**src/include/mqw_consts.vh**
```
// constants for the multi-queue write port select block
`ifndef MQW_CONSTS_VH
`define MQW_CONSTS_VH
`define MQW_ADDR_W        7
`define MQW_QSEL_W        4
`define MQW_DEV_LSB       4
`define MQW_DEV_W         3
`define MQW_NUM_Q         16
`define MQW_SECTORS       2
`define MQW_SEC_W         1
`define MQW_FLAG_W        8
`define MQW_SETUP_CYC     16'h0008
`define MQW_CNT_W         16
`define MQW_CNT_ONE       16'h0001
`define MQW_CNT_ZERO      16'h0000
`define MQW_Q_RST         4'h0
`define MQW_BUS_IDLE      8'hFF
`endif

```
**src/logic/mqw_sync2.v**
```verilog
// two-stage synchroniser for a pin-level input
`timescale 1ns/1ps
`default_nettype none
module mqw_sync2 #(
    parameter W = 1
) (
    input  wire         mclk,
    input  wire         sys_rst,
    input  wire [W-1:0] din,
    output reg  [W-1:0] dout
);
    reg [W-1:0] meta_r;

    always @(posedge mclk)
    begin
        if (sys_rst)
        begin
            meta_r <= {W{1'b0}};
            dout   <= {W{1'b0}};
        end
        else
        begin
            meta_r <= din;
            dout   <= meta_r;
        end
    end
endmodule
`default_nettype wire

```
**src/logic/mqw_write_port.v**
```verilog
// write-port queue selection, flag bus and expansion token logic
//
// Summary of operation
// RULE1 - A high queue-select strobe loads the write address as the new write queue.
// RULE2 - The writer raises the queue-select strobe only on queue-change cycles.
// RULE3 - The writer never raises queue-select and flag-sector strobes together.
// RULE4 - The writer waits for program-done low before any queue selection.
// RULE5 - Each edge with write enable low stores the data word into the current queue.
// RULE6 - Queue selection is accepted regardless of write enable.
// RULE7 - Writes reach a newly selected queue from the second edge after selection.
// RULE8 - The almost-full bus cycles or selects its sector without write enable.
// RULE9 - In direct mode a flag-sector strobe picks the sector from the write address.
// RULE10 - In polled mode the almost-full bus steps through sectors with a frame sync.
// RULE11 - Almost-full bus, almost-full flag and full flag are updated on the clock.
// RULE12 - Expansion tokens are sampled and driven on the write clock.
// RULE13 - The writer supplies a free-running write clock.
// RULE14 - The low four address bits choose one of sixteen queues.
// RULE15 - A selection counts only when the upper three address bits match the device id.
// RULE16 - Program-done goes low once configuration has finished.
`timescale 1ns/1ps
`default_nettype none
`include "mqw_consts.vh"
module mqw_write_port #(
    parameter DATA_W  = 36,
    parameter DEPTH_W = 10,
    parameter [`MQW_DEV_W-1:0] DEVICE_ID = 3'h0
) (
    input  wire                   mclk,
    input  wire                   sys_rst,
    input  wire                   queue_select_strobe,
    input  wire [`MQW_ADDR_W-1:0] write_queue_address,
    input  wire                   flag_sector_strobe,
    input  wire                   write_en_n,
    input  wire [DATA_W-1:0]      din,
    input  wire                   polled_mode,
    input  wire                   expansion_token_in,
    input  wire [`MQW_NUM_Q-1:0]  queue_full,
    input  wire [`MQW_NUM_Q-1:0]  queue_almost_full,
    output reg                    program_done_out,
    output reg                    mem_wr_r,
    output reg  [`MQW_QSEL_W-1:0] mem_queue_r,
    output reg  [DATA_W-1:0]      mem_data_r,
    output reg  [`MQW_QSEL_W-1:0] write_queue_r,
    output reg  [`MQW_FLAG_W-1:0] almost_full_status_bus,
    output reg                    almost_full_flag,
    output reg                    full_flag,
    output reg                    flag_frame_sync,
    output reg                    expansion_token_out
);
    // ************************************************************
    // input capture
    // ************************************************************
    wire        tok_in_s;
    wire        polled_s;
    wire        addr_hit;
    reg         sel_pend_r;
    reg  [`MQW_QSEL_W-1:0] sel_q_r;
    reg  [`MQW_QSEL_W-1:0] active_q_r;
    reg  [`MQW_CNT_W-1:0]  setup_cnt_r;
    reg  [`MQW_SEC_W-1:0]  sector_r;
    reg  [`MQW_SEC_W-1:0]  sector_nxt;
    reg  [`MQW_FLAG_W-1:0] sector_flags;

    mqw_sync2 #(.W(2)) u_sync (
        .mclk    (mclk),
        .sys_rst (sys_rst),
        .din     ({expansion_token_in, polled_mode}),
        .dout    ({tok_in_s, polled_s})
    );

    // RULE15 device id match
    assign addr_hit = (write_queue_address[`MQW_ADDR_W-1:`MQW_DEV_LSB] == DEVICE_ID);

    // ************************************************************
    // configuration done
    // ************************************************************
    // stand-in for serial setup: fixed count after reset
    always @(posedge mclk)
    begin
        if (sys_rst)
        begin
            setup_cnt_r      <= `MQW_CNT_ZERO;
            program_done_out <= 1'b1;
        end
        else if (setup_cnt_r != `MQW_SETUP_CYC)
        begin
            setup_cnt_r <= setup_cnt_r + `MQW_CNT_ONE;
        end
        else
        begin
            // RULE16 ready for normal operation
            program_done_out <= 1'b0;
        end
    end

    // ************************************************************
    // queue selection
    // ************************************************************
    // back-to-back selections each keep their own two-edge latency
    always @(posedge mclk)
    begin
        if (sys_rst)
        begin
            sel_pend_r    <= 1'b0;
            sel_q_r       <= `MQW_Q_RST;
            active_q_r    <= `MQW_Q_RST;
            write_queue_r <= `MQW_Q_RST;
        end
        else
        begin
            sel_pend_r <= 1'b0;
            // RULE1 RULE6 RULE14 capture queue, ignore write enable
            if (queue_select_strobe && !flag_sector_strobe && addr_hit && !program_done_out)
            begin
                sel_q_r       <= write_queue_address[`MQW_QSEL_W-1:0];
                write_queue_r <= write_queue_address[`MQW_QSEL_W-1:0];
                sel_pend_r    <= 1'b1;
            end
            // RULE7 new queue live two edges after selection
            if (sel_pend_r)
            begin
                active_q_r <= sel_q_r;
            end
        end
    end

    // ************************************************************
    // write path to queue memory
    // ************************************************************
    // words on the select edge and the next still land in the old queue
    always @(posedge mclk)
    begin
        if (sys_rst)
        begin
            mem_wr_r    <= 1'b0;
            mem_queue_r <= `MQW_Q_RST;
            mem_data_r  <= {DATA_W{1'b0}};
        end
        else
        begin
            // RULE5 store word into current queue
            mem_wr_r    <= !write_en_n;
            mem_queue_r <= active_q_r;
            mem_data_r  <= din;
        end
    end

    // ************************************************************
    // almost-full flag bus
    // ************************************************************
    always @*
    begin
        sector_nxt = sector_r;
        // RULE8 RULE9 direct mode sector pick, no write enable needed
        if (!polled_s && flag_sector_strobe && !queue_select_strobe)
        begin
            sector_nxt = write_queue_address[`MQW_SEC_W-1:0];
        end
        // RULE10 polled mode steps every edge
        else if (polled_s)
        begin
            sector_nxt = sector_r + 1'b1;
        end
        sector_flags = sector_nxt[0] ? queue_almost_full[`MQW_NUM_Q-1:`MQW_FLAG_W]
                                     : queue_almost_full[`MQW_FLAG_W-1:0];
    end

    // ************************************************************
    // almost-full status bus register
    // ************************************************************
    // bus loads the sector it moves to, so bus data and frame sync agree
    always @(posedge mclk)
    begin
        if (sys_rst)
        begin
            sector_r               <= 1'b0;
            almost_full_status_bus <= `MQW_BUS_IDLE;
        end
        else
        begin
            sector_r               <= sector_nxt;
            // RULE11 bus registered on the write clock, active low
            almost_full_status_bus <= ~sector_flags;
        end
    end

    // ************************************************************
    // active queue flags
    // ************************************************************
    // flags track the queue being written now, not the one just named
    always @(posedge mclk)
    begin
        if (sys_rst)
        begin
            almost_full_flag <= 1'b1;
            full_flag        <= 1'b1;
        end
        else
        begin
            // RULE11 flags registered on the write clock, active low
            almost_full_flag <= ~queue_almost_full[active_q_r];
            full_flag        <= ~queue_full[active_q_r];
        end
    end

    // ************************************************************
    // frame sync and expansion token
    // ************************************************************
    // two sync stages plus this one: token lags three edges end to end
    always @(posedge mclk)
    begin
        if (sys_rst)
        begin
            flag_frame_sync     <= 1'b0;
            expansion_token_out <= 1'b0;
        end
        else
        begin
            // RULE10 frame sync marks sector zero in polled mode
            flag_frame_sync     <= polled_s && (sector_nxt == 1'b0);
            // RULE12 token passed on the write clock
            expansion_token_out <= tok_in_s;
        end
    end
endmodule
`default_nettype wire

```
**config.mk**
```make
export PLATFORM = sky130hd
export DESIGN_NAME = mqw_write_port
export DESIGN_NICKNAME = d
export VERILOG_FILES = /design/src/logic/mqw_sync2.v /design/src/logic/mqw_write_port.v
export VERILOG_INCLUDE_DIRS = /design/src /design/src/include
export SDC_FILE = /design/constraint.sdc
export NUM_CORES = 1
export LEC_CHECK = 0
export ABC_AREA = 1
export BUFFER_PORTS_ARGS = -buffer_cell sky130_fd_sc_hd__buf_2
export CORE_MARGIN = 2
export CORE_UTILIZATION = 47
export DETAILED_ROUTE_END_ITERATION = 10
export GPL_ROUTABILITY_DRIVEN = 0
export PLACE_DENSITY = 0.79
export SETUP_SLACK_MARGIN = 0.3
export SLEW_MARGIN = 40
export SYNTH_ARGS = -nofsm -noshare
export SYNTH_HDL_FRONTEND = slang
export SYNTH_HIERARCHICAL = 1
export SYNTH_SLANG_ARGS = --single-unit
```
**constraint.sdc**
```tcl
create_clock -name mclk -period 1.5 [get_ports mclk]
set_clock_uncertainty 0.15 [all_clocks]
set_input_delay 0.075 -clock mclk [delete_from_list [all_inputs] [get_ports mclk]]
set_output_delay 0.075 -clock mclk [all_outputs]
set_load 0.1 [all_outputs]
```
* After elaboration in Yosys (flattened, before gate mapping)
Cells that the tools add are included.
Widths: inputs -> output; s select.
** Word-level totals
- Bits in registers :: 84
- Output and inout port bits :: 58
- Bits of input ports :: 82
** Cells by class
- $lt $le $gt $ge :: 1
- Bitwise operators :: 4
- Eq/ne operators :: 1
- Multiplexer cells :: 8
- Reductions and logical operators :: 12
- Add/subtract/negate cells :: 2
** Operators with widths (number)
- $add 16x1->16 const B :: 1
- $ne 16x4->1 const B :: 1
- $bmux 1 s4 :: 2
- $mux 8 :: 1
- $not 8->8 :: 1
- $logic_and 1x1->1 :: 6
- $logic_not 1->1 :: 5
- $lt 4x5->1 const B :: 1
- $mux 1 :: 5
- $logic_not 3->1 :: 1
- $not 1->1 :: 3
- $add 1x1->1 const B :: 1

* Logic depth before layout (Yosys ltp)
- Word-level depth :: 6
- Depth in mapped cells :: 9
- Depth with buffers taken out :: 9

* Cells and area by module
The synthesis kept the hierarchy.
** By module, submodules not included
- mqw_write_port :: times used 1, cells each 439, area an instance 3209.3 µm², sequential area each 1601.5 µm²
- mqw_sync2 :: times used 1, cells each 12, area an instance 110.1 µm², sequential area each 80.1 µm²

* Least setup slack after synthesis
Ideal clock, no wire load.
- Kind :: reg-to-reg
- Start :: register program_done_out
- End :: register sel_q_r[0]
- Setup time :: 0.071 ns
- Cell stages (with the launch flop) :: 5
- Path buffers :: 0
- Slack :: -0.203 ns
- Arrival :: 1.482 ns
- Cell sequence :: dfxtp_1 > nor2_1 > nand3_1 > o21ai_0 > a21oi_1
** On the way
- Longest elaborated chain between the ends :: 2
** RTL lines
- start: declaration :: RTL line mqw_write_port.v:39 : output reg program_done_out,
- start signal: assignment :: RTL line mqw_write_port.v:83 : program_done_out <= 1'b1;
- start signal: assignment :: RTL line mqw_write_port.v:92 : program_done_out <= 1'b0;
- $logic_not 1->1 :: RTL line mqw_write_port.v:113 : if (queue_select_strobe && !flag_sector_strobe && addr_hit && !program_done_out)
- $logic_and 1x1->1 :: RTL line mqw_write_port.v:113
- end signal: assignment :: RTL line mqw_write_port.v:105 : sel_q_r <= `MQW_Q_RST;
- end signal: assignment :: RTL line mqw_write_port.v:115 : sel_q_r <= write_queue_address[`MQW_QSEL_W-1:0];
- end: declaration :: RTL line mqw_write_port.v:57 : reg [`MQW_QSEL_W-1:0] sel_q_r;
No other way between the ends.
A chain may end at the register's enable or synchronous reset.

* Final worst setup path
- Start :: register active_q_r[0]
- End :: register almost_full_flag
** On the way
- Longest elaborated chain between the ends :: 3
** RTL lines
- start: declaration :: RTL line mqw_write_port.v:58 : reg [`MQW_QSEL_W-1:0] active_q_r;
- start signal: assignment :: RTL line mqw_write_port.v:106 : active_q_r <= `MQW_Q_RST;
- start signal: assignment :: RTL line mqw_write_port.v:122 : active_q_r <= sel_q_r;
- $bmux 1 s4 :: RTL line mqw_write_port.v:201 : almost_full_flag <= ~queue_almost_full[active_q_r];
- $mux 1 (implied by the code) :: RTL line mqw_write_port.v:201
- $not 1->1 :: RTL line mqw_write_port.v:201
- end signal: assignment :: RTL line mqw_write_port.v:201
- end: declaration :: RTL line mqw_write_port.v:45 : output reg almost_full_flag,
No other way between the ends. The select of a mux whose other input is x is not followed.

==> results.json <==
{
  "status": "finished with violations",
  "failed_checks": "hold timing",
  "hp-class": "input pin to flop",
  "synth_compound_area_frac": 0.0724,
  "timing.final.crit_share": 0.976,
  "place_hpwl_um": 6070,
  "antenna_found_initial": 0,
  "worstPathRequired_ns": 1.62,
  "worstSetupStartpointType": "flop",
  "synthAdderAreaFrac": 0.0113,
  "avgSynthCellArea_sq_um": 7.36,
  "grt_max_degree": 28,
  "cp-end-kind": "flop",
  "worstSetupPathType": "flop to flop",
  "synth-xor-area-share": 0.00792,
  "antenna_cells": 0,
  "min_period_ns": 1.46,
  "final_core_util": 0.842,
  "clock_path_buffers": 2,
  "instances_no_fill": 769,
  "die_area_sq_mm": 0.00775,
  "fin_hold_ws_ns": -0.0304,
  "grt-ovfl-total": 0,
  "viasPerCell": 5.39,
  "slew_violations": 0,
  "drive_gt1_frac": 0.376,
  "ys_ff_latch": 84,
  "setup_viol": 0,
  "crit_fanout": 8,
  "num_vias": 4148,
  "synth_mux_area_frac": 0,
  "synth-main-ff-cell": "dfxtp_1",
  "num-fill-cells": 327,
  "routed_wl_um": 14100,
  "cp.arrival_ns": 1.58,
  "drcViolationCount": 0,
  "nets": 753,
  "synth-seq-area-share": 0.507,
  "grt_pass1_wl_um": 16900,
  "p_per_area_mw_per_mm2": 978,
  "hold_viol": 2,
  "place_ws_ns": 0.129,
  "tritoncts": "yes",
  "yosysUniqueCellTypes": 25,
  "yosys_warnings": 6,
  "ant_nets": 0,
  "synth_area_sq_mm": 0.00332,
  "drtIter0Drc": 484,
  "start_util": 0.486,
  "die_w_um": 88.0,
  "io_pins": 140,
  "core_sq_mm": 0.00683,
  "cts_root_buf": "clkbuf_8",
  "wl_per_cell_um": 18.3,
  "syn_to_final_growth_pct": 73.3,
  "htreeDepth": 3,
  "synth_fp_nets": 536,
  "power.total_mw": 5.62,
  "fin_ws_ns": 0.0366,
  "grt_pass1_vias": 3752,
  "clock_latency_ns": 0.37,
  "peakVddDrop_mv": 0.715,
  "p_leak_nw": 2.87,
  "cts_hold_buf": 61,
  "dr.pass1.iters": 9,
  "synth_edf_count": 0,
  "tightest_slew_ns": 0.327,
  "synthArstFlopShare": 0,
  "portBuffers": 139,
  "maxSlewHeadroom": 0.782,
  "synth_cells": 451,
  "synth_top_family_by_area": "simple AND/OR/NAND/NOR gates",
  "clock_sinks": 84,
  "placedCellCount": 678,
  "clkTransAtPathRegs_ns": 0.10,
  "cap_violations": 0,
  "cts_buffers": 9,
  "die_y_um": 88.0,
  "rsz0062_at_grt": "yes",
  "rows": 30,
  "max_freq_mhz": 683,
  "synthSimpleGateAreaFrac": 0.274,
  "grt_use_total": 0.283
}
-- critical path, cell delays in order, from the launching register on --
cell and delay (ns):
dfxtp_4 0.44, buf_6 0.17, inv_8 0.05, nand2_2 0.07, nand3_1 0.15, nand3_2 0.11, nand3_1 0.08, nand2_1 0.10
inv_1 0.05
-- layer usage --
metal,GRT usage,vias to the layer above,share of wire
li1,-,1797,-
met4,0.147,0,0.058
met3,0.0726,98,0.092
met5,0,-,0
met2,0.525,357,0.52
met1,0.291,1896,0.33
-- metrics by stage --
step           cell area (sq um)  hold WS [ns]  TNS [ns]
6_report                    5750       -0.0304         0
5_1_grt                     5750      -0.00560  -0.00175
4_1_cts                     5450       -0.0508         0
3_5_place_dp                4160        0.0860         0
3_3_place_gp                4160        0.0812         0
2_1_floorplan               3390      -0.00382         0
-- placed cells by master (no fill, tap or decap), types with 2 or more instances in the layout --
cell,netlist,final
dfxtp_2,0,9
nand4_1,5,5
clkinv_4,0,2
o21ai_0,9,8
a21oi_2,0,9
nor2_4,3,6
o21ai_1,11,10
clkbuf_8,1,10
buf_6,0,57
nand3_1,40,31
nand2_2,3,12
a21oi_1,25,16
dlygate4sd3_1,0,61
ha_4,0,3
buf_12,0,2
nor2_2,0,5
nand2_4,2,5
buf_2,7,81
inv_2,3,3
dfxtp_1,84,64
nand3_2,0,9
buf_8,0,3
inv_1,90,87
o21ai_2,0,2
xor2_1,3,3
nor2_1,84,76
dfxtp_4,0,11
bufinv_16,0,2
nand2_1,65,53
buf_4,1,14
-- synthesized netlist by cell type, types with 2 or more instances --
cell type | count | share of area
inv_1 | 90 | 0.10
dfxtp_1 | 84 | 0.51
nor2_1 | 84 | 0.095
nand2_1 | 65 | 0.074
nand3_1 | 40 | 0.060
a21oi_1 | 25 | 0.038
o21ai_1 | 11 | 0.017
o21ai_0 | 9 | 0.014
buf_2 | 7 | 0.011
clkbuf_1 | 5 | 0.0057
nand4_1 | 5 | 0.0094
ha_1 | 3 | 0.011
inv_2 | 3 | 0.0034
nand2_2 | 3 | 0.0057
nor2_4 | 3 | 0.010
xor2_1 | 3 | 0.0079
nand2_4 | 2 | 0.0068
nor3_1 | 2 | 0.0030
-- state kept, by name, summed over array words and instances (netlist names) --
register / count
mem_data_r: 36
setup_cnt_r: 16
almost_full_status_bus: 8
active_q_r: 4
mem_queue_r: 4
sel_q_r: 4
u_sync/dout: 2
u_sync/meta_r: 2
almost_full_flag: 1
expansion_token_out: 1
flag_frame_sync: 1
full_flag: 1
mem_wr_r: 1
program_done_out: 1
sector_r: 1
sel_pend_r: 1
-- logic make-up (layout without fill, tap and decap cells) --
logic type | count (synthesis) | count (layout)
flops | 84 | 84
fa+ha+maj | 3 | 3
simple gates | 207 | 208
xor+xnor | 3 | 3
compound gates | 47 | 47
buf+inv | 107 | 328
-- area by class of cell --
| class | count | area (sq um) | share of cell area |
|---|---|---|---|
| Clock inverter | 5 | 85.1 | 0.0148 |
| Clock buffer | 11 | 141 | 0.0246 |
| Timing Repair Buffer | 218 | 1850 | 0.321 |
| Inverter | 93 | 369 | 0.0642 |
| Timing Repair inverter | 1 | 11.3 | 0.00196 |
| Tap cell | 96 | 120 | 0.0209 |
| Multi-Input combinational cell | 261 | 1440 | 0.251 |
| Sequential cell | 84 | 1730 | 0.302 |
-- what timing repair did --
item | CTS | global route
pin swaps | 20 | 23
endpoints found under the setup margin | 81 | 75
setup buffers | 9 | 2
gates cloned | 2 | 1
gates resized for setup | 125 | 79
hold endpoints to repair | 55 | 3
-- worst paths after layout --
| kind | start | end | slack [ns] | depth (start not counted) |
|---|---|---|---|---|
| min | write_queue_address[6] | sel_q_r[1]$_SDFFE_PP0P_ | -0.03 | 4 |
| max reg2reg | active_q_r[0]$_SDFFE_PP0P_ | almost_full_flag$_SDFF_PP1_ | 0.04 | 8 |
| min reg2reg | u_sync/meta_r[1]$_SDFF_PP0_ | u_sync/dout[1]$_SDFF_PP0_ | 0.25 | 2 |
| max | active_q_r[0]$_SDFFE_PP0P_ | almost_full_flag$_SDFF_PP1_ | 0.04 | 8 |
-- report_power, final --
group,switching [mW],internal (mW),total [mW]
Sequential,0.0624,2.31,2.37
Clock,0.910,0.992,1.90
Combinational,0.900,0.449,1.35
Power figures use the tool's default switching activity.
